===== config.mk =====
export PLATFORM = sky130hd
export DESIGN_NAME = csc_ctrl
export DESIGN_NICKNAME = d
export VERILOG_FILES = /design/src/logic/csc_ctrl_pkg.sv /design/src/logic/stream_fifo.sv /design/src/logic/shadow_bank.sv /design/src/logic/csc_ctrl.sv
export SDC_FILE = /design/constraint.sdc
export NUM_CORES = 2
export LEC_CHECK = 0
export BUFFER_PORTS_ARGS = -buffer_cell sky130_fd_sc_hd__buf_2
export CAP_MARGIN = 20
export CORE_ASPECT_RATIO = 0.5
export CORE_UTILIZATION = 40
export CTS_CLUSTER_DIAMETER = 100
export DETAILED_ROUTE_END_ITERATION = 10
export MAX_ROUTING_LAYER = met4
export PLACE_DENSITY_LB_ADDON = 0.05
export SLEW_MARGIN = 15
export SYNTH_ARGS = -nofsm -noshare
export SYNTH_HDL_FRONTEND = slang
export SYNTH_HIERARCHICAL = 1
export SYNTH_SLANG_ARGS = --single-unit

===== constraint.sdc =====
create_clock -name core_clk -period 4.5 [get_ports core_clk]
set_clock_uncertainty 0.15 [all_clocks]
set_input_delay 0 -clock core_clk [delete_from_list [all_inputs] [get_ports core_clk]]
set_output_delay 0 -clock core_clk [all_outputs]
set_load 0.02 [all_outputs]

===== src/logic/csc_ctrl_pkg.sv =====
// constants shared by the colour-space control block
package csc_ctrl_pkg;
	// ----------------------------------------
	// register byte offsets
	// ----------------------------------------
	localparam logic [9:0] OFF_CONTROL = 10'h000;
	localparam logic [9:0] OFF_STATUS = 10'h004;
	localparam logic [9:0] OFF_VERSION = 10'h010;
	localparam logic [9:0] OFF_ACTIVE_SIZE = 10'h020;
	localparam logic [9:0] OFF_PARAM_BASE = 10'h100;
	localparam logic [9:0] OFF_ACT_SIZE_RD = 10'h040;
	localparam logic [9:0] OFF_ACT_PARAM_BASE = 10'h200;
	localparam int NUM_PARAMS = 13;
	// ----------------------------------------
	// control fields
	// ----------------------------------------
	localparam int CTRL_ENABLE_BIT = 0;
	localparam int CTRL_COMMIT_BIT = 1;
	localparam int CTRL_SYNC_RESET_BIT = 31;
	localparam int CTRL_SOFT_RESET_BIT = 30;
	localparam logic [31:0] CONTROL_RESET = 32'h0000_0002;
	localparam logic [31:0] SIZE_RESET = 32'h0000_0000;
	localparam logic [31:0] PARAM_RESET = 32'h0000_0000;
	// arbitrary identification value
	localparam logic [31:0] VERSION_VALUE = 32'h0001_0000;
	// ----------------------------------------
	// timing and datapath
	// ----------------------------------------
	localparam int CLK_PERIOD_NS = 10;
	localparam int SYNC_RESET_NS = 320;
	localparam int SYNC_RESET_CYCLES = SYNC_RESET_NS / CLK_PERIOD_NS;
	localparam int DATA_W = 24;
	localparam int FIFO_DEPTH = 16;
	localparam logic [1:0] HTRANS_NONSEQ = 2'h2;
	localparam logic [2:0] HSIZE_WORD = 3'h2;
	typedef enum logic [1:0] {
		RST_IDLE = 2'b00,
		RST_WAIT = 2'b01,
		RST_HOLD = 2'b10
	} rst_state_t;
endpackage


===== src/logic/stream_fifo.sv =====
// parameterised valid/ready FIFO with flush
`timescale 1ns/1ps
`default_nettype none
module stream_fifo #(
	parameter int WIDTH = 24,
	parameter int DEPTH = 16
) (
	// clock and resets
	input wire logic clk,
	input wire logic resetn,
	input wire logic flush,
	// fill side
	input wire logic inValid,
	output logic inReady,
	input wire logic [WIDTH:0] inData,
	// drain side
	output logic outValid,
	input wire logic outReady,
	output logic [WIDTH:0] outData
);
	localparam int AW = $clog2(DEPTH);
	logic [WIDTH:0] mem [DEPTH];
	logic [AW-1:0] wrPtr_r;
	logic [AW-1:0] rdPtr_r;
	logic [AW:0] count_r;
	logic push;
	logic pop;

	assign inReady = (count_r != (AW+1)'(DEPTH)) && !flush;
	assign outValid = (count_r != '0) && !flush;
	assign outData = mem[rdPtr_r];
	assign push = inValid && inReady;
	assign pop = outValid && outReady;

	always_ff @(posedge clk) begin
		if (push) begin
			mem[wrPtr_r] <= inData;
		end
	end

	always_ff @(posedge clk) begin
		if (!resetn || flush) begin
			wrPtr_r <= '0;
			rdPtr_r <= '0;
			count_r <= '0;
		end else begin
			if (push) begin
				wrPtr_r <= wrPtr_r + 1'b1;
			end
			if (pop) begin
				rdPtr_r <= rdPtr_r + 1'b1;
			end
			if (push && !pop) begin
				count_r <= count_r + 1'b1;
			end else if (pop && !push) begin
				count_r <= count_r - 1'b1;
			end
		end
	end
endmodule
`default_nettype wire


===== src/logic/shadow_bank.sv =====
// double-buffered register bank: shadow copy written by software, active copy used
`timescale 1ns/1ps
`default_nettype none
module shadow_bank #(
	parameter int N = 14,
	parameter logic [31:0] INIT = 32'h0000_0000
) (
	// clock and reset
	input wire logic clk,
	input wire logic rstn,
	// software write
	input wire logic wrEn,
	input wire logic [3:0] wrIdx,
	input wire logic [31:0] wrData,
	// transfer
	input wire logic commit,
	// contents
	output logic [31:0] shadowQ [N],
	output logic [31:0] activeQ [N]
);
	genvar g;
	generate
		for (g = 0; g < N; g++) begin : gen_reg
			always_ff @(posedge clk) begin
				if (!rstn) begin
					shadowQ[g] <= INIT;
				end else if (wrEn && wrIdx == 4'(g)) begin
					shadowQ[g] <= wrData;
				end
			end
			always_ff @(posedge clk) begin
				if (!rstn) begin
					activeQ[g] <= INIT;
				end else if (commit) begin
					activeQ[g] <= shadowQ[g];
				end
			end
		end
	endgenerate
endmodule
`default_nettype wire


===== src/logic/csc_ctrl.sv =====
// colour-space converter control: registers, resets, shadow update, stream path
//
// Our own choices: the AHB-Lite interface to the registers and the address map.
`timescale 1ns/1ps
`default_nettype none
// What this block does
// - soft reset clears registers, FIFO, stream handshakes
// - control bit 30 resets at once, holds
// - clearing bit 30 resumes, resyncing to frame
// - sync reset after frame, held 32 cycles
// - sync reset immediate when no frame active
// - stalled frame keeps sync reset deferred
// - parameter writes land in shadow copies
// - shadow copied to active at frame start if commit
// - registers accessed as full 32-bit words
module csc_ctrl import csc_ctrl_pkg::*; (
	// clock and reset
	input wire logic core_clk,
	input wire logic resetn,
	// ahb-lite slave
	input wire logic hsel,
	input wire logic [31:0] haddr,
	input wire logic [1:0] htrans,
	input wire logic hwrite,
	input wire logic [2:0] hsize,
	input wire logic [31:0] hwdata,
	input wire logic hready,
	output logic hreadyout,
	output logic hresp,
	output logic [31:0] hrdata,
	// input video stream
	input wire logic [DATA_W-1:0] inStreamData,
	input wire logic inStreamValid,
	input wire logic in_stream_frame_start,
	input wire logic inStreamLast,
	output logic in_stream_ready,
	// output video stream
	output logic [DATA_W-1:0] outStreamData,
	output logic out_stream_valid,
	output logic outStreamFrameStart,
	input wire logic outStreamReady
);
	// ----------------------------------------
	// reset sequencing
	// ----------------------------------------
	localparam int NREG = NUM_PARAMS + 1;
	logic [31:0] control_r;
	rst_state_t rstState_r;
	logic [5:0] holdCnt_r;
	logic inFrame_r;
	logic syncedToFrame_r;
	logic coreRstn;
	logic syncReq;
	logic inBeat;
	logic frameDone;

	assign inBeat = inStreamValid && in_stream_ready;
	// a frame ends on its last line's end or when a new frame begins
	assign frameDone = (inBeat && inStreamLast) || (inStreamValid && in_stream_frame_start);
	assign syncReq = control_r[CTRL_SYNC_RESET_BIT];
	// internal core reset: pin, software hold, or timed sync pulse
	assign coreRstn = resetn && !control_r[CTRL_SOFT_RESET_BIT] && rstState_r != RST_HOLD;

	always_ff @(posedge core_clk) begin
		if (!resetn) begin
			rstState_r <= RST_IDLE;
			holdCnt_r <= '0;
		end else begin
			case (rstState_r)
				RST_IDLE: begin
					if (syncReq) begin
						if (!inFrame_r) begin
							rstState_r <= RST_HOLD;
						end else begin
							rstState_r <= RST_WAIT;
						end
						holdCnt_r <= '0;
					end
				end
				RST_WAIT: begin
					// a stalled stream leaves us here indefinitely
					if (frameDone || !inFrame_r) begin
						rstState_r <= RST_HOLD;
					end
				end
				RST_HOLD: begin
					if (holdCnt_r == 6'(SYNC_RESET_CYCLES - 1)) begin
						rstState_r <= RST_IDLE;
					end
					holdCnt_r <= holdCnt_r + 1'b1;
				end
				default: begin
					rstState_r <= RST_IDLE;
				end
			endcase
		end
	end

	// frame tracking; after reset wait for a frame start before keeping data
	always_ff @(posedge core_clk) begin
		if (!coreRstn) begin
			inFrame_r <= 1'b0;
			syncedToFrame_r <= 1'b0;
		end else begin
			if (inStreamValid && in_stream_frame_start) begin
				syncedToFrame_r <= 1'b1;
			end
			if (inBeat && inStreamLast) begin
				inFrame_r <= 1'b0;
			end else if (inBeat) begin
				inFrame_r <= 1'b1;
			end
		end
	end

	// ----------------------------------------
	// ahb-lite slave
	// ----------------------------------------
	logic pendWr_r;
	logic pendRd_r;
	logic [9:0] pendAddr_r;
	logic addrOk;
	logic takeAddr;

	function automatic logic isMapped(input logic [31:0] a);
		logic [9:0] o;
		o = a[9:0];
		isMapped = (a[31:10] == '0) && (a[1:0] == 2'b00) &&
			(o == OFF_CONTROL || o == OFF_STATUS || o == OFF_VERSION ||
			o == OFF_ACTIVE_SIZE || o == OFF_ACT_SIZE_RD ||
			(o >= OFF_PARAM_BASE && o < OFF_PARAM_BASE + 10'(4 * NUM_PARAMS)) ||
			(o >= OFF_ACT_PARAM_BASE && o < OFF_ACT_PARAM_BASE + 10'(4 * NUM_PARAMS)));
	endfunction

	// bank index: 0 is the frame size, 1.. are the conversion parameters
	function automatic logic [3:0] bankIdx(input logic [9:0] o);
		logic [9:0] d;
		d = '0;
		if (o == OFF_ACTIVE_SIZE || o == OFF_ACT_SIZE_RD) begin
			bankIdx = 4'h0;
		end else begin
			d = (o >= OFF_ACT_PARAM_BASE) ? o - OFF_ACT_PARAM_BASE : o - OFF_PARAM_BASE;
			bankIdx = 4'(d[9:2] + 8'h01);
		end
	endfunction

	// only whole-word transfers are honoured
	assign addrOk = isMapped(haddr) && hsize == HSIZE_WORD;
	assign takeAddr = hsel && hready && htrans == HTRANS_NONSEQ;

	always_ff @(posedge core_clk) begin
		if (!resetn) begin
			pendWr_r <= 1'b0;
			pendRd_r <= 1'b0;
			pendAddr_r <= '0;
		end else begin
			pendWr_r <= takeAddr && hwrite && addrOk;
			pendRd_r <= takeAddr && !hwrite && addrOk;
			if (takeAddr) begin
				pendAddr_r <= haddr[9:0];
			end
		end
	end

	always_ff @(posedge core_clk) begin
		if (!resetn) begin
			hreadyout <= 1'b1;
			hresp <= 1'b0;
		end else begin
			hreadyout <= 1'b1;
			hresp <= 1'b0;
		end
	end

	// ----------------------------------------
	// control register and shadow bank
	// ----------------------------------------
	logic bankWr;
	logic sofCommit;
	logic [31:0] shadowQ [NREG];
	logic [31:0] activeQ [NREG];
	logic bankRstn;

	// software reset clears the register file too; so does the sync-reset hold
	assign bankRstn = resetn && !control_r[CTRL_SOFT_RESET_BIT] && rstState_r != RST_HOLD;
	assign bankWr = pendWr_r && (pendAddr_r == OFF_ACTIVE_SIZE ||
		(pendAddr_r >= OFF_PARAM_BASE && pendAddr_r < OFF_ACT_PARAM_BASE));
	// commit clear leaves the active set alone and the shadow untouched
	assign sofCommit = inBeat && in_stream_frame_start && control_r[CTRL_COMMIT_BIT];

	always_ff @(posedge core_clk) begin
		if (!resetn) begin
			control_r <= CONTROL_RESET;
		end else if (pendWr_r && pendAddr_r == OFF_CONTROL) begin
			control_r <= hwdata;
		end else if (control_r[CTRL_SOFT_RESET_BIT]) begin
			control_r <= CONTROL_RESET | (32'h1 << CTRL_SOFT_RESET_BIT);
		end else if (rstState_r == RST_HOLD) begin
			// sync request consumed; control returns to CONTROL_RESET, so software must set the enable bit again
			control_r <= CONTROL_RESET;
		end
	end

	shadow_bank #(
		.N(NREG),
		.INIT(PARAM_RESET)
	) u_bank (
		.clk(core_clk),
		.rstn(bankRstn),
		.wrEn(bankWr),
		.wrIdx(bankIdx(pendAddr_r)),
		.wrData(hwdata),
		.commit(sofCommit),
		.shadowQ(shadowQ),
		.activeQ(activeQ)
	);

	// read data is registered from the address phase
	always_ff @(posedge core_clk) begin
		if (!resetn) begin
			hrdata <= '0;
		end else if (takeAddr && !hwrite && addrOk) begin
			if (haddr[9:0] == OFF_CONTROL) begin
				hrdata <= control_r;
			end else if (haddr[9:0] == OFF_STATUS) begin
				hrdata <= {28'h0, syncedToFrame_r, inFrame_r, rstState_r};
			end else if (haddr[9:0] == OFF_VERSION) begin
				hrdata <= VERSION_VALUE;
			end else if (haddr[9:0] >= OFF_ACT_PARAM_BASE || haddr[9:0] == OFF_ACT_SIZE_RD) begin
				hrdata <= activeQ[bankIdx(haddr[9:0])];
			end else begin
				hrdata <= shadowQ[bankIdx(haddr[9:0])];
			end
		end else begin
			hrdata <= '0;
		end
	end

	// ----------------------------------------
	// stream path through the buffer
	// ----------------------------------------
	localparam int LVL_W = $clog2(FIFO_DEPTH) + 1;
	logic fifoOutValid;
	logic [DATA_W:0] fifoOutData;
	logic keepBeat;
	logic push;
	logic outTake;
	logic [LVL_W-1:0] level_r;
	logic roomLeft;

	// beats ahead of the first frame start are taken and dropped, so a source
	// caught mid-frame by a reset cannot wedge the input
	assign keepBeat = syncedToFrame_r || in_stream_frame_start;
	assign push = inBeat && keepBeat;
	assign outTake = fifoOutValid && (!out_stream_valid || outStreamReady);
	// ready is registered, so one more beat can land after it is computed:
	// keep a slot in hand instead of trusting the buffer's own full flag
	assign roomLeft = level_r < LVL_W'(FIFO_DEPTH - 1);

	// mirror of the buffer's fill level, cleared together with its flush
	always_ff @(posedge core_clk) begin
		if (!coreRstn) begin
			level_r <= '0;
		end else if (push && !outTake) begin
			level_r <= level_r + 1'b1;
		end else if (outTake && !push) begin
			level_r <= level_r - 1'b1;
		end
	end

	stream_fifo #(
		.WIDTH(DATA_W),
		.DEPTH(FIFO_DEPTH)
	) u_fifo (
		.clk(core_clk),
		.resetn(resetn),
		.flush(!coreRstn),
		.inValid(push),
		.inReady(),
		.inData({in_stream_frame_start, inStreamData}),
		.outValid(fifoOutValid),
		.outReady(coreRstn && (!out_stream_valid || outStreamReady)),
		.outData(fifoOutData)
	);

	always_ff @(posedge core_clk) begin
		if (!coreRstn) begin
			in_stream_ready <= 1'b0;
		end else begin
			in_stream_ready <= control_r[CTRL_ENABLE_BIT] && roomLeft;
		end
	end

	always_ff @(posedge core_clk) begin
		if (!coreRstn) begin
			out_stream_valid <= 1'b0;
			outStreamData <= '0;
			outStreamFrameStart <= 1'b0;
		end else if (outTake) begin
			out_stream_valid <= 1'b1;
			outStreamData <= fifoOutData[DATA_W-1:0];
			outStreamFrameStart <= fifoOutData[DATA_W];
		end else if (outStreamReady) begin
			out_stream_valid <= 1'b0;
		end
	end
endmodule
`default_nettype wire


# Yosys cells after proc, flatten, opt, wreduce, memory -nomap -nowiden
# Memory sizes are Yosys's and may differ from the RTL's. A register that Yosys moved wholly into a read port is not among the register bits.
# Index checks and enable logic that the tools add are counted.
classes:
  n_eq_ne: 29
  bitwise: 3
  add_sub_neg: 13
  n_reduce_logical: 89
  magnitude_cmp: 10
  mux: 44
op_table:
  columns: ["operator", "n"]
  rows:
  - ["$mux W32", 11]
  - ["$bmux W32 S4", 2]
  - ["$mux W4", 14]
  - ["$logic_and A1 B1 Y1", 47]
  - ["$eq A4 B4 Y1 const B", 6]
  - ["$sub A6 B1 Y6 const B", 4]
  - ["$logic_not A22 Y1", 1]
  - ["$eq A10 B6 Y1 const B", 2]
  - ["$eq A10 B7 Y1 const B", 2]
  - ["$ge A10 B10 Y1 const B", 2]
  - ["$ge A10 B9 Y1 const B", 2]
  - ["$logic_not A10 Y1", 2]
  - ["$lt A10 B10 Y1 const B", 2]
  - ["$mux W5", 4]
  - ["$mux W6", 3]
  - ["$add A4 B1 Y4 const B", 4]
  - ["$eq A4 B3 Y1 const B", 4]
  - ["$logic_or A1 B1 Y1", 15]
  - ["$pmux W6 S2", 1]
  - ["$logic_not A1 Y1", 11]
  - ["$add A5 B1 Y5 const B", 2]
  - ["$eq A10 B3 Y1 const B", 1]
  - ["$eq A10 B5 Y1 const B", 1]
  - ["$ge A5 B5 Y1 const B", 2]
  - ["other kinds (25)", 43]
word_totals:
  input_bits: 102
  output_inout_bits: 61
  mem_bits_rw: 400
  reg_bits: 1001
  n_memories: 1
  wordCells: 232
memory_table:
  columns: ["name", "depth", "word_bits", "rd", "rd_clocked_by_memory_dff", "wr", "line_no", "rtl"]
  rows:
  - ["u_fifo.mem", 16, 25, 1, 1, 1, "stream_fifo.sv:22", "logic [WIDTH:0] mem [DEPTH];"]

# Depth between registers and ports, before layout
depth:
  word_depth: 20
  ltp_mapped: 20
  ltp_nobuf: 15

# Cells and area by module
# Netlist, hierarchy kept.
by_module_without_submodules:
  columns: ["mod", "area_each_um2", "seq_area_each_um2", "instances", "cells_per_inst"]
  rows:
  - ["shadow_bank", 32672.6, 17937.2, 1, 2977]
  - ["stream_fifo", 15884.0, 12351.8, 1, 725]
  - ["csc_ctrl", 12405.6, 2342.2, 1, 1674]

# Worst setup path before layout
# No wires, ideal clock.
synth_path:
  path_type: "flip-flop to flip-flop"
  start: "reg rstState_r[0]"
  end: "mem u_fifo/mem[3][0] (netlist name), enable pin"
  synth_period_minus_slack_ns: 3.971
  arrival_ns: 3.382
  path_buffers: 3
  required_ns: 3.912
  setup_time_ns: 0.438
  slack_ns: 0.529
  path_stages_with_launch: 10
  path_cell_list: "dfxtp_1 -> clkbuf_1 -> nor2b_1 -> clkbuf_1 -> nor2_1 -> nand2_1 -> clkbuf_1 -> inv_1 -> o2111ai_2 -> nor3_1"
synth_between:
  elab_chain_cells: 6
synth_rtl:
  columns: ["item", "line_no", "rtl"]
  rows:
  - ["start: declaration", "csc_ctrl.sv:48", "rst_state_t rstState_r;"]
  - ["start signal: assignment", "csc_ctrl.sv:66", "rstState_r <= RST_IDLE;"]
  - ["start signal: assignment", "csc_ctrl.sv:73", "rstState_r <= RST_HOLD;"]
  - ["start signal: assignment", "csc_ctrl.sv:75", "rstState_r <= RST_WAIT;"]
  - ["$ne A2 B2 Y1", "csc_ctrl.sv:62", "assign coreRstn = resetn && !control_r[CTRL_SOFT_RESET_BIT] && rstState_r != RST_HOLD;"]
  - ["$logic_and A1 B1 Y1", "csc_ctrl.sv:62", null]
  - ["$logic_and A1 B1 Y1", "stream_fifo.sv:29", "assign inReady = (count_r != (AW+1)'(DEPTH)) && !flush;"]
  - ["$logic_and A1 B1 Y1", "stream_fifo.sv:32", "assign push = inValid && inReady;"]
  - ["$mux W1", "stream_fifo.sv:36", "if (push) begin"]
  - ["$mux W1 (not written as such)", "stream_fifo.sv:37", "mem[wrPtr_r] <= inData;"]
  - ["end: declaration", "stream_fifo.sv:22", null]
# No other way between the ends.

# Worst setup path in the final report
layout_path:
  start: "in haddr[24]"
  end: "reg hrdata[13]"
layout_between:
  elab_chain_cells: 6
layout_rtl:
  columns: ["item", "line_no", "rtl"]
  rows:
  - ["start: declaration", "csc_ctrl.sv:22", "input wire logic [31:0] haddr,"]
  - ["$logic_not A22 Y1", "csc_ctrl.sv:128", "isMapped = (a[31:10] == '0) && (a[1:0] == 2'b00) &&"]
  - ["$logic_and A1 B1 Y1 (2 in a row)", "csc_ctrl.sv:128", null]
  - ["$logic_and A1 B1 Y1", "csc_ctrl.sv:148", "assign addrOk = isMapped(haddr) && hsize == HSIZE_WORD;"]
  - ["$logic_and A1 B1 Y1", "csc_ctrl.sv:222", "end else if (takeAddr && !hwrite && addrOk) begin"]
  - ["$reduce_and A2 Y1 (no source line)", null, null]
  - ["end signal: assignment", "csc_ctrl.sv:224", "hrdata <= control_r;"]
  - ["end signal: assignment", "csc_ctrl.sv:226", "hrdata <= {28'h0, syncedToFrame_r, inFrame_r, rstState_r};"]
  - ["end signal: assignment", "csc_ctrl.sv:230", "hrdata <= activeQ[bankIdx(haddr[9:0])];"]
  - ["end: declaration", "csc_ctrl.sv:30", "output logic [31:0] hrdata,"]
# No other way between the ends.
# A chain may end at the register's enable or synchronous reset.

==> flow_metrics.tcl <==
set metrics [dict create \
    die_w_um 554.1 \
    yosys_warnings 6 \
    power.leakage_uw 0.02415 \
    grt_start_max_net_pins 111 \
    synth_xor_xnor_area_share_pct 0.2997 \
    synthFlopType "dfxtp_1" \
    final.min_clock_period_ns 4.185 \
    io_pins 163 \
    die_h_um 278.1 \
    pwr_density_cell_nw_per_um2 380.0 \
    period_share_pct 92.99 \
    clk_pin_slew_ns 0.06 \
    rr_worst_depth 11 \
    synth_compound_area_share_pct 8.579 \
    final_area_um2 71050 \
    hold_viol_final 0 \
    critPathMaxStageDelay_ns 0.59 \
    synthAdderAreaFrac_pct 0.4762 \
    maxCapViolCount 0 \
    post-cts-setup-buffers 0 \
    startpoint_type "primary input" \
    avgSynthCellArea_um2 11.34 \
    r2r-start "pendAddr_r[2]$_SDFFE_PN0P_" \
    syn_inst 5376 \
    grt_pass1_vias 42774 \
    synth-edff-count 400 \
    routabilityCongestion 0.8532 \
    ys_types 87 \
    r2r_slack_ns 0.58 \
    syn_nets 5500 \
    clock-sinks 1430 \
    crit_type "primary input to flop" \
    arrival_ns 4.72 \
    worstSkewPairLatency_ns 0.78 \
    synth_top_area_cell "dfxtp_1" \
    fin_util_pct 47.36 \
    drc 0 \
    synthTopCellsByArea "dfxtp_1 34%, edfxtp_1 20%, mux2i_1 17%" \
    drt_iter0_markers 3821 \
    syn_to_final_growth_pct 16.55 \
    clock_path_buffers 4 \
    hold_path_class "primary input to flop" \
    dpl.hpwl_um 119100 \
    ys_ff_latch 1430 \
    nets 5727 \
    fmax_ghz 0.2390 \
    muxShareOfSynthArea_pct 21.63 \
    rsz0062_at_grt "false" \
    vdd_drop_max_mv 0.2881 \
    grt_first_pass_wirelength_um 289700 \
    cp_num_buf_inv 7 \
    synth_top_family_by_area "multiplexers" \
    grt_antenna_before_repair 8 \
    numCtsBuffers 145 \
    vias 43038 \
    path_depth 14 \
    cp_common_cell "dlygate4sd3_1" \
    status "finished, final reports clean" \
    root_buffer "clkbuf_16" \
    synth-simple-area-share_pct 12.21 \
    layout_commonest_cell "dfxtp_1" \
    worst_pin_slew_ns 1.148 \
    grtUsageTotal_pct 25.78 \
    io_buffer_count 160 \
    dieArea_um2 154100 \
    final_max_slew_viol_count 0 \
    synthArstFlopShare_pct 0 \
    drive_above_1_share_pct 13.56 \
    layout_common_cells "1028 x dfxtp_1, 1018 x mux2i_1, 766 x nand2_1" \
    cp_top_family "buffers and inverters" \
    grt-ovfl-total 0 \
    hold_slack_ns 0.04474 \
    slew_headroom_pct 23.27 \
    htree_levels 4 \
    viasPerCell 5.594 \
    crit_chain "dlygate4sd3_1 -> buf_2 -> nor4_1 -> dlygate4sd3_1 -> nand2_1 -> dlygate4sd3_1 -> or4_1 -> dlygate4sd3_1 -> a311oi_1 -> buf_4 -> and2_2 -> o311ai_0 -> buf_4 -> o211ai_1" \
    syn_area_um2 60960 \
    end_kind "flop" \
    wl_um 197100 \
    start_util_pct 40.64 \
    wl_per_cell_um 25.61 \
    crit_fanout 7 \
    yosys.area.top_type_share_pct 33.82 \
    cp-startpoint "haddr[24]" \
    core_area_um2 150000 \
    cp_slowest_cell "dlygate4sd3_1" \
    drtPass1Iterations 6 \
    setup_tns_ns 0 \
    crit_path_end "hrdata[13]$_SDFF_PN0_" \
    timing.rr.end "u_bank/shadowQ[171]$_SDFFE_PN0P_" \
    seq_area_frac_synth_pct 53.53 \
    setup_viol 0 \
    critical_path_required_ns 5.03 \
    dpl_cell_area_um2 64460 \
    cts_tree "built" \
    drtAntennaViolNets 0 \
    num_rows 100 \
]
-- worst reg2reg max path, delay by kind of cell, from the launching register on --
family	cells	cell delay, ns
and+or+nand+nor	6	2.46
muxes	1	0.17
DFF	1	0.35
AOI/OAI and AO/OA	1	0.07
buffers and inverters	2	0.42
adders and majority gates	1	0.15
-- synth_stat cells (16+ instances only) --
cell	number
ha_1	20
nor2_1	91
mux2_2	24
nand2_1	770
mux4_2	121
a21oi_1	150
nor3_1	31
o22ai_1	34
dfxtp_1	1030
and2_1	17
a31oi_1	19
a22oi_1	185
o221ai_1	33
buf_4	24
a221oi_1	53
mux2i_1	1018
a211oi_1	28
clkbuf_1	258
nor4_1	17
o21ai_0	66
inv_1	16
o211ai_1	50
buf_2	126
edfxtp_1	400
and3_1	17
nand3_1	40
buf_1	39
nor2b_1	495
-- metrics by stage --
step	total power (uW)	setup slack (ns)	instances
floorplan	14190	0.5294	5376
global placement	14840	0.6182	7258
detailed placement	14850	0.6682	7259
CTS	27290	0.1190	7689
global route	27890	0.2556	7693
finish	27000	0.3154	7693
-- routing by layer --
layer  track usage [%]  part of all wire (%)
met1             35.89                    48
met2             40.31                    46
met3             3.580                   5.1
met4             4.664                   1.6
met5                 -                     0
-- worst min-delay path by stage --
stage                     start                           end  depth (start not counted)
2_1_floorplan   inStreamData[0]    u_fifo/mem[0][0]$_DFFE_PP_                          0
3_3_place_gp       inStreamLast        inFrame_r$_SDFFE_PP0P_                          2
3_5_place_dp       inStreamLast        inFrame_r$_SDFFE_PP0P_                          2
4_1_cts        inStreamData[21]   u_fifo/mem[8][21]$_DFFE_PP_                          2
5_1_grt        inStreamData[21]  u_fifo/mem[10][21]$_DFFE_PP_                          2
6_report       inStreamData[21]   u_fifo/mem[1][21]$_DFFE_PP_                          2
-- sequential cells by signal, summed over array words and instances, names as in the netlist, named ones only --
signal,flops
control_r,32
holdCnt_r,6
hrdata,32
inFrame_r,1
in_stream_ready,1
level_r,5
outStreamData,24
outStreamFrameStart,1
out_stream_valid,1
pendAddr_r,10
pendWr_r,1
rstState_r,2
syncedToFrame_r,1
u_bank/activeQ,448
u_bank/shadowQ,448
u_fifo/count_r,5
u_fifo/mem,400
u_fifo/rdPtr_r,4
u_fifo/wrPtr_r,4
-- where the power goes --
part,leakage [uW],switching [uW],internal [uW]
Sequential,0.0119,4.24,13200
Clock,0.00232,5160,7150
Combinational,0.00995,1030,448
Total,0.0242,6190,20800
-- area by class of cell --
| type | count | area (um2) |
|---|---|---|
| diodes | 3 | 7.507 |
| clock buffers | 205 | 4220 |
| clock inverters | 40 | 486.7 |
| fillers | 13564 | 78970 |
| inverters | 18 | 77.57 |
| multi-input cells | 3481 | 26750 |
| flip-flops and latches | 1430 | 32640 |
| well taps | 1989 | 2489 |
| repair buffers | 527 | 4385 |
-- cell families after synthesis --
group / Yosys count
multiplexers: 1163
buffers and inverters: 465
AO/OA/AOI/OAI: 738
XOR/XNOR: 20
other: 2
flip-flops: 1430
AND/OR/NAND/NOR: 1536
adder cells (fa/ha/maj): 22
-- repair_timing --
action                                  4_1_cts  5_1_grt
endpoints found under the setup margin        0        2
gates resized for setup                       0        2
hold buffers                                185        0
hold endpoints to repair                    969        0
Power figures use the tool's default switching activity.
